--- src/inc/cft_pkg.sv ---
// constants shared by the clock fault / die temperature register slice
// assumes a single 100 MHz clock and a byte-wide register port from the serial host engine
//
// Summary of operation
// - writing 1 to temp_read_request starts a reading; it self-clears when done
// - temp_result_valid is 0 while acquiring, 1 once a stored result exists
// - temp_range_code holds the last 4-bit die temperature range, read-only
// - por power-down bit 0 keeps battery POR powered, 1 powers it down
// - 2-bit sample rate field selects 8, 16, 48 or 96 kHz input rate
// - second detector fault auto-recovers when recovery bit 0, latches shutdown when 1
// - first detector fault auto-recovers when recovery bit 0, latches shutdown when 1
// - on clock fault the gain ramps down at 15, 30, 60 or 120 us per dB
// - first detector mutes playback after its 3-bit timeout, reset code 2
// - second detector mutes playback after its own timeout, same scale, reset code 1
// - clock fault 1 and 2 set sticky flags, cleared by reading their register
// - word clock and modulator clock halts set sticky flags cleared on read
package cft_pkg;

  // register offsets
  localparam logic [7:0] ADDR_FLAGS_A  = 8'h26;
  localparam logic [7:0] ADDR_FLAGS_B  = 8'h27;
  localparam logic [7:0] ADDR_DIE_TEMP = 8'h31;
  localparam logic [7:0] ADDR_LOW_PWR  = 8'h35;
  localparam logic [7:0] ADDR_RATE     = 8'h36;
  localparam logic [7:0] ADDR_CFG_A    = 8'h4f;
  localparam logic [7:0] ADDR_CFG_B    = 8'h50;

  // values after reset
  localparam logic [7:0] RST_LOW_PWR = 8'h00;
  localparam logic [7:0] RST_RATE    = 8'h32;
  localparam logic [7:0] RST_CFG_A   = 8'h00;
  localparam logic [7:0] RST_CFG_B   = 8'h11;

  // field positions
  localparam int BIT_TEMP_REQ   = 5;
  localparam int BIT_TEMP_VALID = 4;
  localparam int BIT_POR_PWRDN  = 7;
  localparam int BIT_REC_SECOND = 3;
  localparam int BIT_REC_FIRST  = 2;
  localparam int LSB_RAMP       = 6;
  localparam int LSB_TO_FIRST   = 3;
  localparam int LSB_TO_SECOND  = 0;
  localparam int BIT_FLAG_CLK1  = 5;
  localparam int BIT_FLAG_CLK2  = 2;
  localparam int BIT_FLAG_WCLK  = 7;
  localparam int BIT_FLAG_MCLK  = 6;

  // timing
  localparam int unsigned CLK_PERIOD_NS = 10;
  localparam int unsigned FAULT_TO_NS [8] = '{10600, 21300, 42600, 85300,
                                              340000, 680000, 1360000, 2730000};
  localparam int unsigned RAMP_STEP_NS [4] = '{15000, 30000, 60000, 120000};
  localparam int          TO_CNT_W   = 19;
  localparam int          RAMP_CNT_W = 15;
  localparam logic [6:0]  ATTEN_MAX_DB = 7'h7f;

  typedef enum logic {CFT_TEMP_IDLE, CFT_TEMP_BUSY} cft_temp_state_e;

  // least time in ns to whole cycles, never below one
  function automatic int unsigned cft_ns_to_cyc(input int unsigned ns,
                                                input int unsigned per);
    int unsigned c;
    c = (ns + per - 1) / per;
    return (c == 0) ? 1 : c;
  endfunction : cft_ns_to_cyc

endpackage : cft_pkg

--- src/inc/cft_det_if.sv ---
// link between the register slice and one clock fault detector
// assumes both ends run on the same clock
`timescale 1ns/10ps
`default_nettype none
interface cft_det_if;
  logic [2:0] timeout_code;
  logic       latch_mode;
  logic       user_recover;
  logic       clk_seen;
  logic       fault;
  logic       fault_evt;

  modport det (input timeout_code, latch_mode, user_recover, clk_seen,
               output fault, fault_evt);
  modport ctl (output timeout_code, latch_mode, user_recover, clk_seen,
               input fault, fault_evt);
endinterface : cft_det_if
`default_nettype wire

--- src/verilog/cft_clk_fault_det.sv ---
// missing-clock detector: counts cycles since the watched clock was last seen
// assumes clk_seen is a synchronous one-cycle marker per watched clock edge
`timescale 1ns/10ps
`default_nettype none
module cft_clk_fault_det #(
  parameter int unsigned CLK_PERIOD_NS = cft_pkg::CLK_PERIOD_NS
) (
  // clock and reset
  input  wire logic clk_i,
  input  wire logic rst_n_i,
  // detector link
  cft_det_if.det    bus
);
  import cft_pkg::*;

  typedef struct packed {
    logic [TO_CNT_W-1:0] cnt;
    logic                fault;
    logic                evt;
  } cft_det_s;

  cft_det_s            q;
  cft_det_s            d;
  logic [TO_CNT_W-1:0] limit;

  // timeout on the internal reference clock
  assign limit = TO_CNT_W'(cft_ns_to_cyc(FAULT_TO_NS[bus.timeout_code], CLK_PERIOD_NS));

  always_comb
  begin
    d     = q;
    d.evt = 1'b0;
    if (bus.clk_seen)
      d.cnt = '0;
    else if (q.cnt < limit)
      d.cnt = q.cnt + 1'b1;
    if (!q.fault && !bus.clk_seen && d.cnt >= limit)
    begin
      d.fault = 1'b1;
      d.evt   = 1'b1;
    end
    else if (q.fault && !bus.latch_mode && bus.clk_seen)
      d.fault = 1'b0;
    else if (q.fault && bus.latch_mode && bus.user_recover)
    begin
      d.fault = 1'b0;
      d.cnt   = '0;
    end
  end

  always_ff @(posedge clk_i)
  begin
    if (!rst_n_i)
      q <= '0;
    else
      q <= d;
  end

  assign bus.fault     = q.fault;
  assign bus.fault_evt = q.evt;
endmodule : cft_clk_fault_det
`default_nettype wire

--- src/verilog/cft_clock_fault_temp_regs.sv ---
// clock fault, die temperature, power and sample rate control registers
// assumes a byte register port decoded by the serial host engine, one access per strobe
`timescale 1ns/10ps
`default_nettype none
module cft_clock_fault_temp_regs #(
  parameter int unsigned CLK_PERIOD_NS = cft_pkg::CLK_PERIOD_NS
) (
  // clock and reset
  input  wire logic       clk_i,
  input  wire logic       rst_n_i,
  // register port
  input  wire logic [7:0] reg_addr_i,
  input  wire logic       reg_wr_en_i,
  input  wire logic [7:0] reg_wdata_i,
  input  wire logic       reg_rd_en_i,
  output logic      [7:0] reg_rdata_o,
  // die temperature sensor
  output logic            temp_start_o,
  input  wire logic       temp_done_i,
  input  wire logic [3:0] temp_code_i,
  // power and audio input control
  output logic            por_power_down_o,
  output logic      [1:0] sample_rate_o,
  // clock supervision
  input  wire logic [1:0] fault_clk_seen_i,
  input  wire logic       word_clock_halt_i,
  input  wire logic       modulator_clock_halt_i,
  output logic      [1:0] fault_active_o,
  output logic            playback_mute_o,
  output logic      [6:0] gain_atten_db_o
);
  import cft_pkg::*;

  typedef struct packed {
    logic [7:0]          low_pwr;
    logic [7:0]          rate;
    logic [7:0]          cfg_a;
    logic [7:0]          cfg_b;
    logic [1:0]          temp_rsvd;
    cft_temp_state_e     temp_st;
    logic                temp_valid;
    logic [3:0]          temp_code;
    logic                temp_start;
    logic                flag_clk1;
    logic                flag_clk2;
    logic                flag_wclk;
    logic                flag_mclk;
    logic [7:0]          rdata;
    logic [6:0]          atten;
    logic [RAMP_CNT_W-1:0] ramp_cnt;
  } cft_regs_s;

  cft_regs_s             q;
  cft_regs_s             d;
  logic [1:0]            fault;
  logic [1:0]            fault_evt;
  logic                  any_fault;
  logic                  wr_cfg_a;
  logic [RAMP_CNT_W-1:0] ramp_limit;

  function automatic logic hit(input logic en, input logic [7:0] a, input logic [7:0] r);
    return en && (a == r);
  endfunction : hit

  assign wr_cfg_a = hit(reg_wr_en_i, reg_addr_i, ADDR_CFG_A);

  // two detectors: index 0 first, index 1 second
  cft_det_if det_if [2] ();

  for (genvar g = 0; g < 2; g++)
  begin : g_det
    cft_clk_fault_det #(
      .CLK_PERIOD_NS (CLK_PERIOD_NS)
    ) u_det (
      .clk_i   (clk_i),
      .rst_n_i (rst_n_i),
      .bus     (det_if[g])
    );
    assign det_if[g].clk_seen     = fault_clk_seen_i[g];
    assign det_if[g].user_recover = wr_cfg_a;
    assign fault[g]               = det_if[g].fault;
    assign fault_evt[g]           = det_if[g].fault_evt;
  end

  assign det_if[0].timeout_code = q.cfg_b[LSB_TO_FIRST +: 3];
  assign det_if[1].timeout_code = q.cfg_b[LSB_TO_SECOND +: 3];
  assign det_if[0].latch_mode   = q.cfg_a[BIT_REC_FIRST];
  assign det_if[1].latch_mode   = q.cfg_a[BIT_REC_SECOND];
  assign any_fault              = |fault;

  // gain ramp step period
  assign ramp_limit = RAMP_CNT_W'(cft_ns_to_cyc(RAMP_STEP_NS[q.cfg_b[LSB_RAMP +: 2]],
                                                CLK_PERIOD_NS));

  always_comb
  begin
    logic rd_a;
    logic rd_b;
    d            = q;
    d.temp_start = 1'b0;
    rd_a         = hit(reg_rd_en_i, reg_addr_i, ADDR_FLAGS_A);
    rd_b         = hit(reg_rd_en_i, reg_addr_i, ADDR_FLAGS_B);

    // writes
    if (reg_wr_en_i)
    begin
      unique case (reg_addr_i)
        ADDR_LOW_PWR: d.low_pwr = reg_wdata_i;
        ADDR_RATE:    d.rate    = reg_wdata_i;
        ADDR_CFG_A:   d.cfg_a   = reg_wdata_i;
        ADDR_CFG_B:   d.cfg_b   = reg_wdata_i;
        ADDR_DIE_TEMP:
        begin
          d.temp_rsvd = reg_wdata_i[7:6];
          if (reg_wdata_i[BIT_TEMP_REQ] && q.temp_st == CFT_TEMP_IDLE)
          begin
            d.temp_st    = CFT_TEMP_BUSY;
            d.temp_start = 1'b1;
            d.temp_valid = 1'b0;
          end
        end
        default: ;
      endcase
    end

    // acquisition completion
    if (q.temp_st == CFT_TEMP_BUSY && temp_done_i)
    begin
      d.temp_st    = CFT_TEMP_IDLE;
      d.temp_valid = 1'b1;
      d.temp_code  = temp_code_i;
    end

    // sticky flags: clear on read, set wins
    d.flag_clk1 = (q.flag_clk1 && !rd_a) || fault_evt[0];
    d.flag_clk2 = (q.flag_clk2 && !rd_a) || fault_evt[1];
    d.flag_wclk = (q.flag_wclk && !rd_b) || word_clock_halt_i;
    d.flag_mclk = (q.flag_mclk && !rd_b) || modulator_clock_halt_i;

    // read data
    if (reg_rd_en_i)
    begin
      unique case (reg_addr_i)
        ADDR_FLAGS_A:
        begin
          d.rdata                = 8'h00;
          d.rdata[BIT_FLAG_CLK1] = q.flag_clk1;
          d.rdata[BIT_FLAG_CLK2] = q.flag_clk2;
        end
        ADDR_FLAGS_B:
        begin
          d.rdata                = 8'h00;
          d.rdata[BIT_FLAG_WCLK] = q.flag_wclk;
          d.rdata[BIT_FLAG_MCLK] = q.flag_mclk;
        end
        ADDR_DIE_TEMP: d.rdata = {q.temp_rsvd, q.temp_st == CFT_TEMP_BUSY,
                                  q.temp_valid, q.temp_code};
        ADDR_LOW_PWR:  d.rdata = q.low_pwr;
        ADDR_RATE:     d.rdata = q.rate;
        ADDR_CFG_A:    d.rdata = q.cfg_a;
        ADDR_CFG_B:    d.rdata = q.cfg_b;
        default:       d.rdata = 8'h00;
      endcase
    end

    // gain ramp down on fault, back up after recovery
    if ((any_fault && q.atten != ATTEN_MAX_DB) || (!any_fault && q.atten != 7'h00))
    begin
      if (q.ramp_cnt >= ramp_limit - 1'b1)
      begin
        d.ramp_cnt = '0;
        d.atten    = any_fault ? q.atten + 7'h01 : q.atten - 7'h01;
      end
      else
        d.ramp_cnt = q.ramp_cnt + 1'b1;
    end
    else
      d.ramp_cnt = '0;
  end

  always_ff @(posedge clk_i)
  begin
    if (!rst_n_i)
    begin
      q         <= '0;
      q.low_pwr <= RST_LOW_PWR;
      q.rate    <= RST_RATE;
      q.cfg_a   <= RST_CFG_A;
      q.cfg_b   <= RST_CFG_B;
      q.temp_st <= CFT_TEMP_IDLE;
    end
    else
      q <= d;
  end

  assign reg_rdata_o      = q.rdata;
  assign temp_start_o     = q.temp_start;
  assign por_power_down_o = q.low_pwr[BIT_POR_PWRDN];
  assign sample_rate_o    = q.rate[1:0];
  assign fault_active_o   = fault;
  assign playback_mute_o  = any_fault;
  assign gain_atten_db_o  = q.atten;

  // cycles the attenuation has stood still while a fault ramp-down step is due
  logic [6:0]            atten_seen_q;
  logic [RAMP_CNT_W-1:0] atten_stall_q;

  always_ff @(posedge clk_i)
  begin
    atten_seen_q <= q.atten;
    if (!rst_n_i || !any_fault || q.atten == ATTEN_MAX_DB || q.atten != atten_seen_q)
      atten_stall_q <= '0;
    else if (atten_stall_q != '1)
      atten_stall_q <= atten_stall_q + 1'b1;
  end
endmodule : cft_clock_fault_temp_regs
`default_nettype wire

--- config.mk ---
export PLATFORM = sky130hd
export DESIGN_NAME = cft_clock_fault_temp_regs
export DESIGN_NICKNAME = d
export VERILOG_FILES = /design/src/inc/cft_pkg.sv /design/src/inc/cft_det_if.sv /design/src/verilog/cft_clk_fault_det.sv /design/src/verilog/cft_clock_fault_temp_regs.sv
export SDC_FILE = /design/constraint.sdc
export NUM_CORES = 1
export LEC_CHECK = 0
export BUFFER_PORTS_ARGS = -buffer_cell sky130_fd_sc_hd__clkbuf_2
export CELL_PAD_IN_SITES_DETAIL_PLACEMENT = 0
export CELL_PAD_IN_SITES_GLOBAL_PLACEMENT = 1
export CORE_MARGIN = 3
export CORE_UTILIZATION = 35
export DETAILED_ROUTE_END_ITERATION = 6
export MAX_ROUTING_LAYER = met4
export PLACE_DENSITY = 0.64
export REMOVE_ABC_BUFFERS = 1
export SLEW_MARGIN = 25
export SYNTH_ARGS = -nofsm -noshare
export SYNTH_HDL_FRONTEND = slang
export SYNTH_SLANG_ARGS = --single-unit
--- constraint.sdc ---
create_clock -name clk_i -period 18.6 [get_ports clk_i]
set_clock_uncertainty 0.1 [all_clocks]
set_input_delay 1.86 -clock clk_i [delete_from_list [all_inputs] [get_ports clk_i]]
set_output_delay 1.86 -clock clk_i [all_outputs]
set_load 0.005 [all_outputs]
==> results of run 1 <==
## worst max path at each step
stage                              start                  endpoint  slack, ns
2_1_floorplan  det_if[1].timeout_code[2]  g_det[1].u_det.bus.fault       0.38
6_report       det_if[0].timeout_code[0]  g_det[0].u_det.bus.fault       0.99
3_5_place_dp   det_if[1].timeout_code[1]  g_det[1].u_det.bus.fault      -0.25
4_1_cts        det_if[1].timeout_code[1]  g_det[1].u_det.bus.fault      0.002
3_3_place_gp   det_if[1].timeout_code[1]  g_det[1].u_det.bus.fault      -0.24
5_1_grt        det_if[0].timeout_code[2]  g_det[0].u_det.bus.fault      -0.10
## worst reg2reg max path, delay by kind of cell (launching register included)
family                   cells  cell delay, ns
AO/OA/AOI/OAI               37            8.37
XOR/XNOR                     2            0.40
adder cells (fa/ha/maj)      3            0.76
buffers and inverters        9            1.58
flip-flops                   1            0.44
multiplexers                 1            0.39
AND/OR/NAND/NOR             25            5.37
## state kept, by name, indices dropped and copies added, names as in the netlist
signal	flops
det_if.timeout_code	6
g_det.u_det.bus.fault_evt	2
q	48
g_det.u_det.bus.fault	2
temp_start_o	1
det_if.latch_mode	2
reg_rdata_o	8
sample_rate_o	2
por_power_down_o	1
g_det.u_det.q	38
gain_atten_db_o	7
## cell usage in the layout (no fill, tap or decap), drive strengths merged, types with 100 or more instances in the layout
master	n
dfxtp	117
nor2	392
o21ai	194
xnor2	107
a21oi	241
nand2	328
inv	100
ha	137
nor3	120
nand3	156
buf	294
## power groups by stage
| stage | combinational (mW) | clock, mW | sequential, mW |
|---|---|---|---|
| 2_1_floorplan | 0.801 | 0 | 0.258 |
| 3_3_place_gp | 1.17 | 0 | 0.258 |
| 3_5_place_dp | 1.17 | 0 | 0.258 |
| 4_1_cts | 1.19 | 0.342 | 0.252 |
| 5_1_grt | 1.39 | 0.354 | 0.252 |
| 6_report | 1.28 | 0.335 | 0.252 |
## per-layer routing
layer  global-route usage  up-vias  part of all wire
met1                0.325    13600              0.44
met5                    -        -                 0
met2                0.464      759              0.50
met3               0.0154      106             0.036
met4               0.0538        0             0.019
li1                     -    13400                 -
## cell families (layout without fill, tap and decap cells)
group	Yosys count	after routing	share of synthesized area
mux	86	86	0.0380
compound gates	1122	1124	0.347
xor+xnor	177	177	0.0669
simple gates	1490	1491	0.326
other cells	1	1	0.000157
buf+inv	253	473	0.0488
flops	117	117	0.0980
fa+ha+maj	141	141	0.0742
## through the flow
stage | util | cells | setup slack (ns)
floorplan | - | 3231 | 0.377
global placement | 0.388 | 4382 | -0.240
detailed placement | 0.389 | 4382 | -0.245
CTS | 0.399 | 4416 | 0.00236
global route | 0.423 | 4483 | -0.104
finish | 0.423 | 4483 | 0.988
## what timing repair did
| action | in CTS | in global routing |
|---|---|---|
| buffers inserted | 2 | 64 |
| endpoints found under the setup margin | 4 | 4 |
| gates cloned | 0 | 3 |
| gates resized for setup | 12 | 220 |
| pin swaps | 2 | 52 |
## cell type report
cell class / count / area share
Multi-Input combinational cell: 3020 / 0.757
Timing Repair Buffer: 344 / 0.0871
Sequential cell: 117 / 0.0827
Tap cell: 873 / 0.0383
Clock buffer: 17 / 0.0149
Inverter: 97 / 0.0139
Clock inverter: 15 / 0.00597
==> results.md, run 1 <==
- CP max stage cell: or4b_1
- Overall Power: 1.87 mW
- Sequential Power Share: 0.135
- R2R setup slack: 0.99 ns
- CTS tree: done
- DP Wirelength: 76.1 mm
- Placed Area: 26,200 µm²
- Depth of the CTS H-tree: 4
- Ant. Diodes: 0
- Cell taking the most area after synthesis: dfxtp_1
- DRC viols: 0
- First-pass GRT wire length: 149 mm
- Layout cells sized above 1: 0.211
- Mapped Avg Cell Area: 7.06 µm²
- Vias in the first global route: 26,600
- Total gr overflow: 0
- Num CTS Buffers: 17
- Top cells by area, synth: dfxtp_1, ha_1, nor2_1, nand2_1, a21oi_1
- Initial Utilization: 0.355
- Peak Freq: 56.8 MHz
- CP Capture Type: register
- Register area share after synthesis: 0.0980
- Startpoint Class: register
- R2r endpoint: g_det[0].u_det.bus.fault
- Synth cell types: 148
- Max-cap viol count: 0
- DR vias/cell: 6.22
- Largest stage delay, worst path: 0.62 ns
- Design area: 28,500 µm²
- Die width: 267 µm
- Synth-to-Final Area Change: 19.2%
- CP arrival: 17.77 ns
- Post-Syn Area: 23,900 µm²
- Status: completed
- Ys Warns: 0
- Largest net degree at the start of global routing: 60
- Wirelength per Cell: 21.3 µm
- Crit path depth: 77
- Least-Margin Pin Slew: 1.05 ns
- Vias post-DR: 27,900
- Relative slew slack: 0.302
- Hold depth: 2
- Internal: 0.933 mW
- Initial antenna violation count: 0
- Post-DRT Antenna Nets: 0
- WP buf/inv: 9
- Drt pass-1 iters: 6
- Setup violations, final: 0
- Post-synth EDFFs: 0
- Port Buffer Count: 50
- Synth cell count leaders: nor2_1, nand2_1, a21oi_1
- Synth Instances: 3,387
- Worst Hold Launch: g_det[0].u_det.bus.fault_evt
- Reg area: 2360 µm²
- CTS root buf: clkbuf_16
- Comb pwr share: 0.686
- Worst-path clk slew: 0.06 ns
- R2R depth: 77
- Starting DRT DRC Count: 2,012
- Setup_tns: 0 ns
- Die area: 71,500 µm²
- Min Clock Period, post-route: 17.61 ns
- Leak Pwr: 11.1 nW
- Critical path type: register to register
- Gr usage total: 0.260
- Crit path max-delay family: compound AO/OA/AOI/OAI gates
- Switch Pwr: 0.937 mW
- Multi-input gate area: 21,600 µm²
- Total Wirelength: 95.3 mm
- Worst hold slack: 0.358 ns
- Max Fanout on Critical Path: 21
- Asr flop ratio synth: 0
- Post-CTS Hold Buffers: 0
- CP Data Required Time: 18.76 ns
- Clk Latency, worst-skew pair: 0.42 ns
- Worst R2R Start: det_if[0].timeout_code[0]
- I/O pin cnt: 51
- Fin. Hold Viols: 0
- Ys flop type: dfxtp_1
- Die height: 267 µm
- Max Root-Sink Buffers: 2
- Share of the synthesized area in the top cell type: 0.0980
- Placer Congestion: 0.944
- Worst Hold Class: register to register
- Switching fraction of total power: 0.501
- Fin nets: 3,765
- Clock power frac: 0.179
- Power per cell area: 65.6 nW/µm²
- Rows: 95
- Most common cell in the synthesized netlist: nor2_1
- Seq cells post-synth: 117
- Hold Crit Endpoint: q[33]
- Layout fillers: 6,928
- Max Slew Vio Count: 0
- Peak supply drop: 59.2 µV
- Core area: 67,400 µm²
- Final worst-path cycle share: 0.947
- CTS Sinks: 117
Note: power is estimated with default switching activity, not from simulation.
==> run 2, diff against run 1 <==
- CORE_ASPECT_RATIO: unset -> 1.75
==> run 2 against run 1 <==
The run now ends with design-rule violations left. Non-clock buffer count rose by 78. Hold slack got worse by 0.0074 ns. Combinational power grew 9%. Clock-buffer cell count up 1. Die area grew 0.17%. Final area grew 2.0%. Sequential power hardly changed. Maximum frequency shrank 0.53%. Total power up 7.0%. Via count grew 3.5%. Register-to-register slack got worse by 0.09 ns. Critical path type unchanged. Critical endpoint unchanged.
==> results.md, run 2 (synthesis results as in run 1) <==
- Num CTS Buffers: 17
- Setup violations, final: 0
- Largest net degree at the start of global routing: 60
- Post-DRT Antenna Nets: 0
- CTS Sinks: 117
- R2R depth: 77
- First-pass GRT wire length: 161 mm
- PnR worst setup slack: 0.895 ns
- DR vias/cell: 6.30
- Biggest register: q
- RSZ-0062 raised after global routing: true
- Rows: 126
- Most frequent cells in the layout: nor2_1, buf_4, nand2_1, a21oi_1, o21ai_0
- Comb pwr share: 0.702
- Design area: 29,100 µm²
- Peak supply drop: 46.1 µV
- Fin nets: 3,841
- Placed Area: 26,800 µm²
- Max reg flops: 48
- R2r endpoint: g_det[0].u_det.bus.fault
- Sequential Power Share: 0.126
- Max-cap viol count: 0
- Leak Pwr: 11.5 nW
- Switching fraction of total power: 0.493
- Most used cell, CP: buf_4
- DRC viols: 2
- WP buf/inv: 11
- CTS root buf: clkbuf_16
- Final worst-path cycle share: 0.952
- Min Clock Period, post-route: 17.71 ns
- Vias in the first global route: 29,000
- Status: finished, violations left
- Synth-to-Final Area Change: 21.6%
- CP Data Required Time: 18.77 ns
- Layout cells sized above 1: 0.228
- Worst hold slack: 0.351 ns
- Max Slew Vio Count: 0
- Violated checks: design-rule violations
- Worst R2R Start: det_if[0].timeout_code[0]
- Startpoint Class: register
- Cells after DPL: 4,486
- Final std cells w/o fill: 4,582
- Largest stage delay, worst path: 0.71 ns
- Port Buffer Count: 50
- Vias post-DR: 28,900
- Clk Latency, worst-skew pair: 0.43 ns
- Total gr overflow: 0
- Die area: 71,600 µm²
- Die height: 352 µm
- CP max stage cell: a2111oi_0
- Least-Margin Pin Slew: 1.07 ns
- Internal: 1.01 mW
- Commonest non-fill, non-tap cell in the layout: nor2_1
- Relative slew slack: 0.284
- Worst Hold Class: register to register
- R2R setup slack: 0.89 ns
- Clock power frac: 0.172
- Worst-path clk slew: 0.06 ns
- Max Root-Sink Buffers: 2
- Depth of the CTS H-tree: 4
- Layout fillers: 7,017
- Worst Hold Launch: g_det[1].u_det.bus.fault_evt
- Total Wirelength: 106 mm
- Place WS: -0.581 ns
- Core area: 67,600 µm²
- Critical path type: register to register
- Initial Utilization: 0.353
- Peak Freq: 56.5 MHz
- CP Capture Type: register
- Gr usage total: 0.288
- Crit path max-delay family: compound AO/OA/AOI/OAI gates
- Max Fanout on Critical Path: 14
- CP arrival: 17.87 ns
- Starting DRT DRC Count: 1,761
- Power per cell area: 68.9 nW/µm²
- Wirelength per Cell: 23.1 µm
- Drt pass-1 iters: 7
- Switch Pwr: 0.987 mW
- DP Wirelength: 86.2 mm
- Placer Congestion: 1.02
- CTS tree: done
- I/O pin cnt: 51
- Fin. Hold Viols: 0
- Initial antenna violation count: 0
- Die width: 204 µm
- Overall Power: 2.00 mW
- Post-CTS Hold Buffers: 0
- Hold depth: 2
- Hold Crit Endpoint: q[32]
==> run 2: cell types whose count changed in the layout (fill, tap and decap cells not counted), moves of 5 or more <==
cell / before / now
inv_6: 9 / 2
o21ai_1: 23 / 32
buf_4: 290 / 368
o21ai_0: 158 / 148
nor4_2: 10 / 5
nor3_1: 107 / 102
a21oi_1: 228 / 223
==> run 2: worst max-delay path by stage <==
stage                                          from                        to  slack, ns  depth (start not counted)
after floorplan           det_if[1].timeout_code[2]  g_det[1].u_det.bus.fault       0.38                         80
after global placement    det_if[1].timeout_code[1]  g_det[1].u_det.bus.fault      -0.45                         78
after detailed placement  det_if[1].timeout_code[1]  g_det[1].u_det.bus.fault      -0.58                         78
after CTS                 det_if[1].timeout_code[2]  g_det[1].u_det.bus.fault       0.05                         79
after global routing      det_if[1].timeout_code[1]  g_det[1].u_det.bus.fault      -0.20                         86
final                     det_if[0].timeout_code[0]  g_det[0].u_det.bus.fault       0.89                         77
==> run 2: metrics by stage <==
| stage | setup TNS (ns) | utilization |
|---|---|---|
| after floorplan | 0 | - |
| after global placement | -0.826 | 0.396 |
| after detailed placement | -1.08 | 0.396 |
| after CTS | 0 | 0.408 |
| after global routing | -0.449 | 0.430 |
| final | 0 | 0.430 |
==> run 2: power by group through the flow <==
stage	Combinational [mW]	Sequential (mW)	Clock, mW
after floorplan	0.801	0.258	0
after global placement	1.24	0.258	0
after detailed placement	1.24	0.258	0
after CTS	1.26	0.252	0.355
after global routing	1.51	0.252	0.363
final	1.40	0.252	0.345
==> run 2: repair_timing <==
action                     CTS  global route
gates resized for setup     25           225
cloned                       0             1
buffers inserted             5            58
setup endpoints to repair    2             4
pin swaps                    6            50
==> run 2: metal layers <==
metal | vias to the layer above | part of all wire | global-route usage
met5 | - | 0 | -
met4 | 0 | 0.078 | 0.180
met3 | 450 | 0.026 | 0.0195
met2 | 970 | 0.56 | 0.588
met1 | 13900 | 0.33 | 0.251
li1 | 13500 | - | -
==> run 2: final cells by class <==
cell class	instances	area [µm²]	area share
antenna	1	2.50	0.0000861
clock buffer	18	439	0.0151
clock inverter	13	174	0.00598
inverter	97	378	0.0130
multi-input combinational	3018	21500	0.741
sequential	117	2350	0.0809
tap	896	1120	0.0386
timing repair buffer	422	3080	0.106
==> run 2: worst register-to-register path: cells and delay by family, from the launching register on <==
family / cells / cell delay [ns]
AND/OR/NAND/NOR: 27 / 5.82
AO/OA/AOI/OAI: 34 / 7.81
buffers and inverters: 11 / 1.99
adder cells (fa/ha/maj): 3 / 0.84
multiplexers: 1 / 0.39
XOR/XNOR: 1 / 0.20
flip-flops: 1 / 0.36
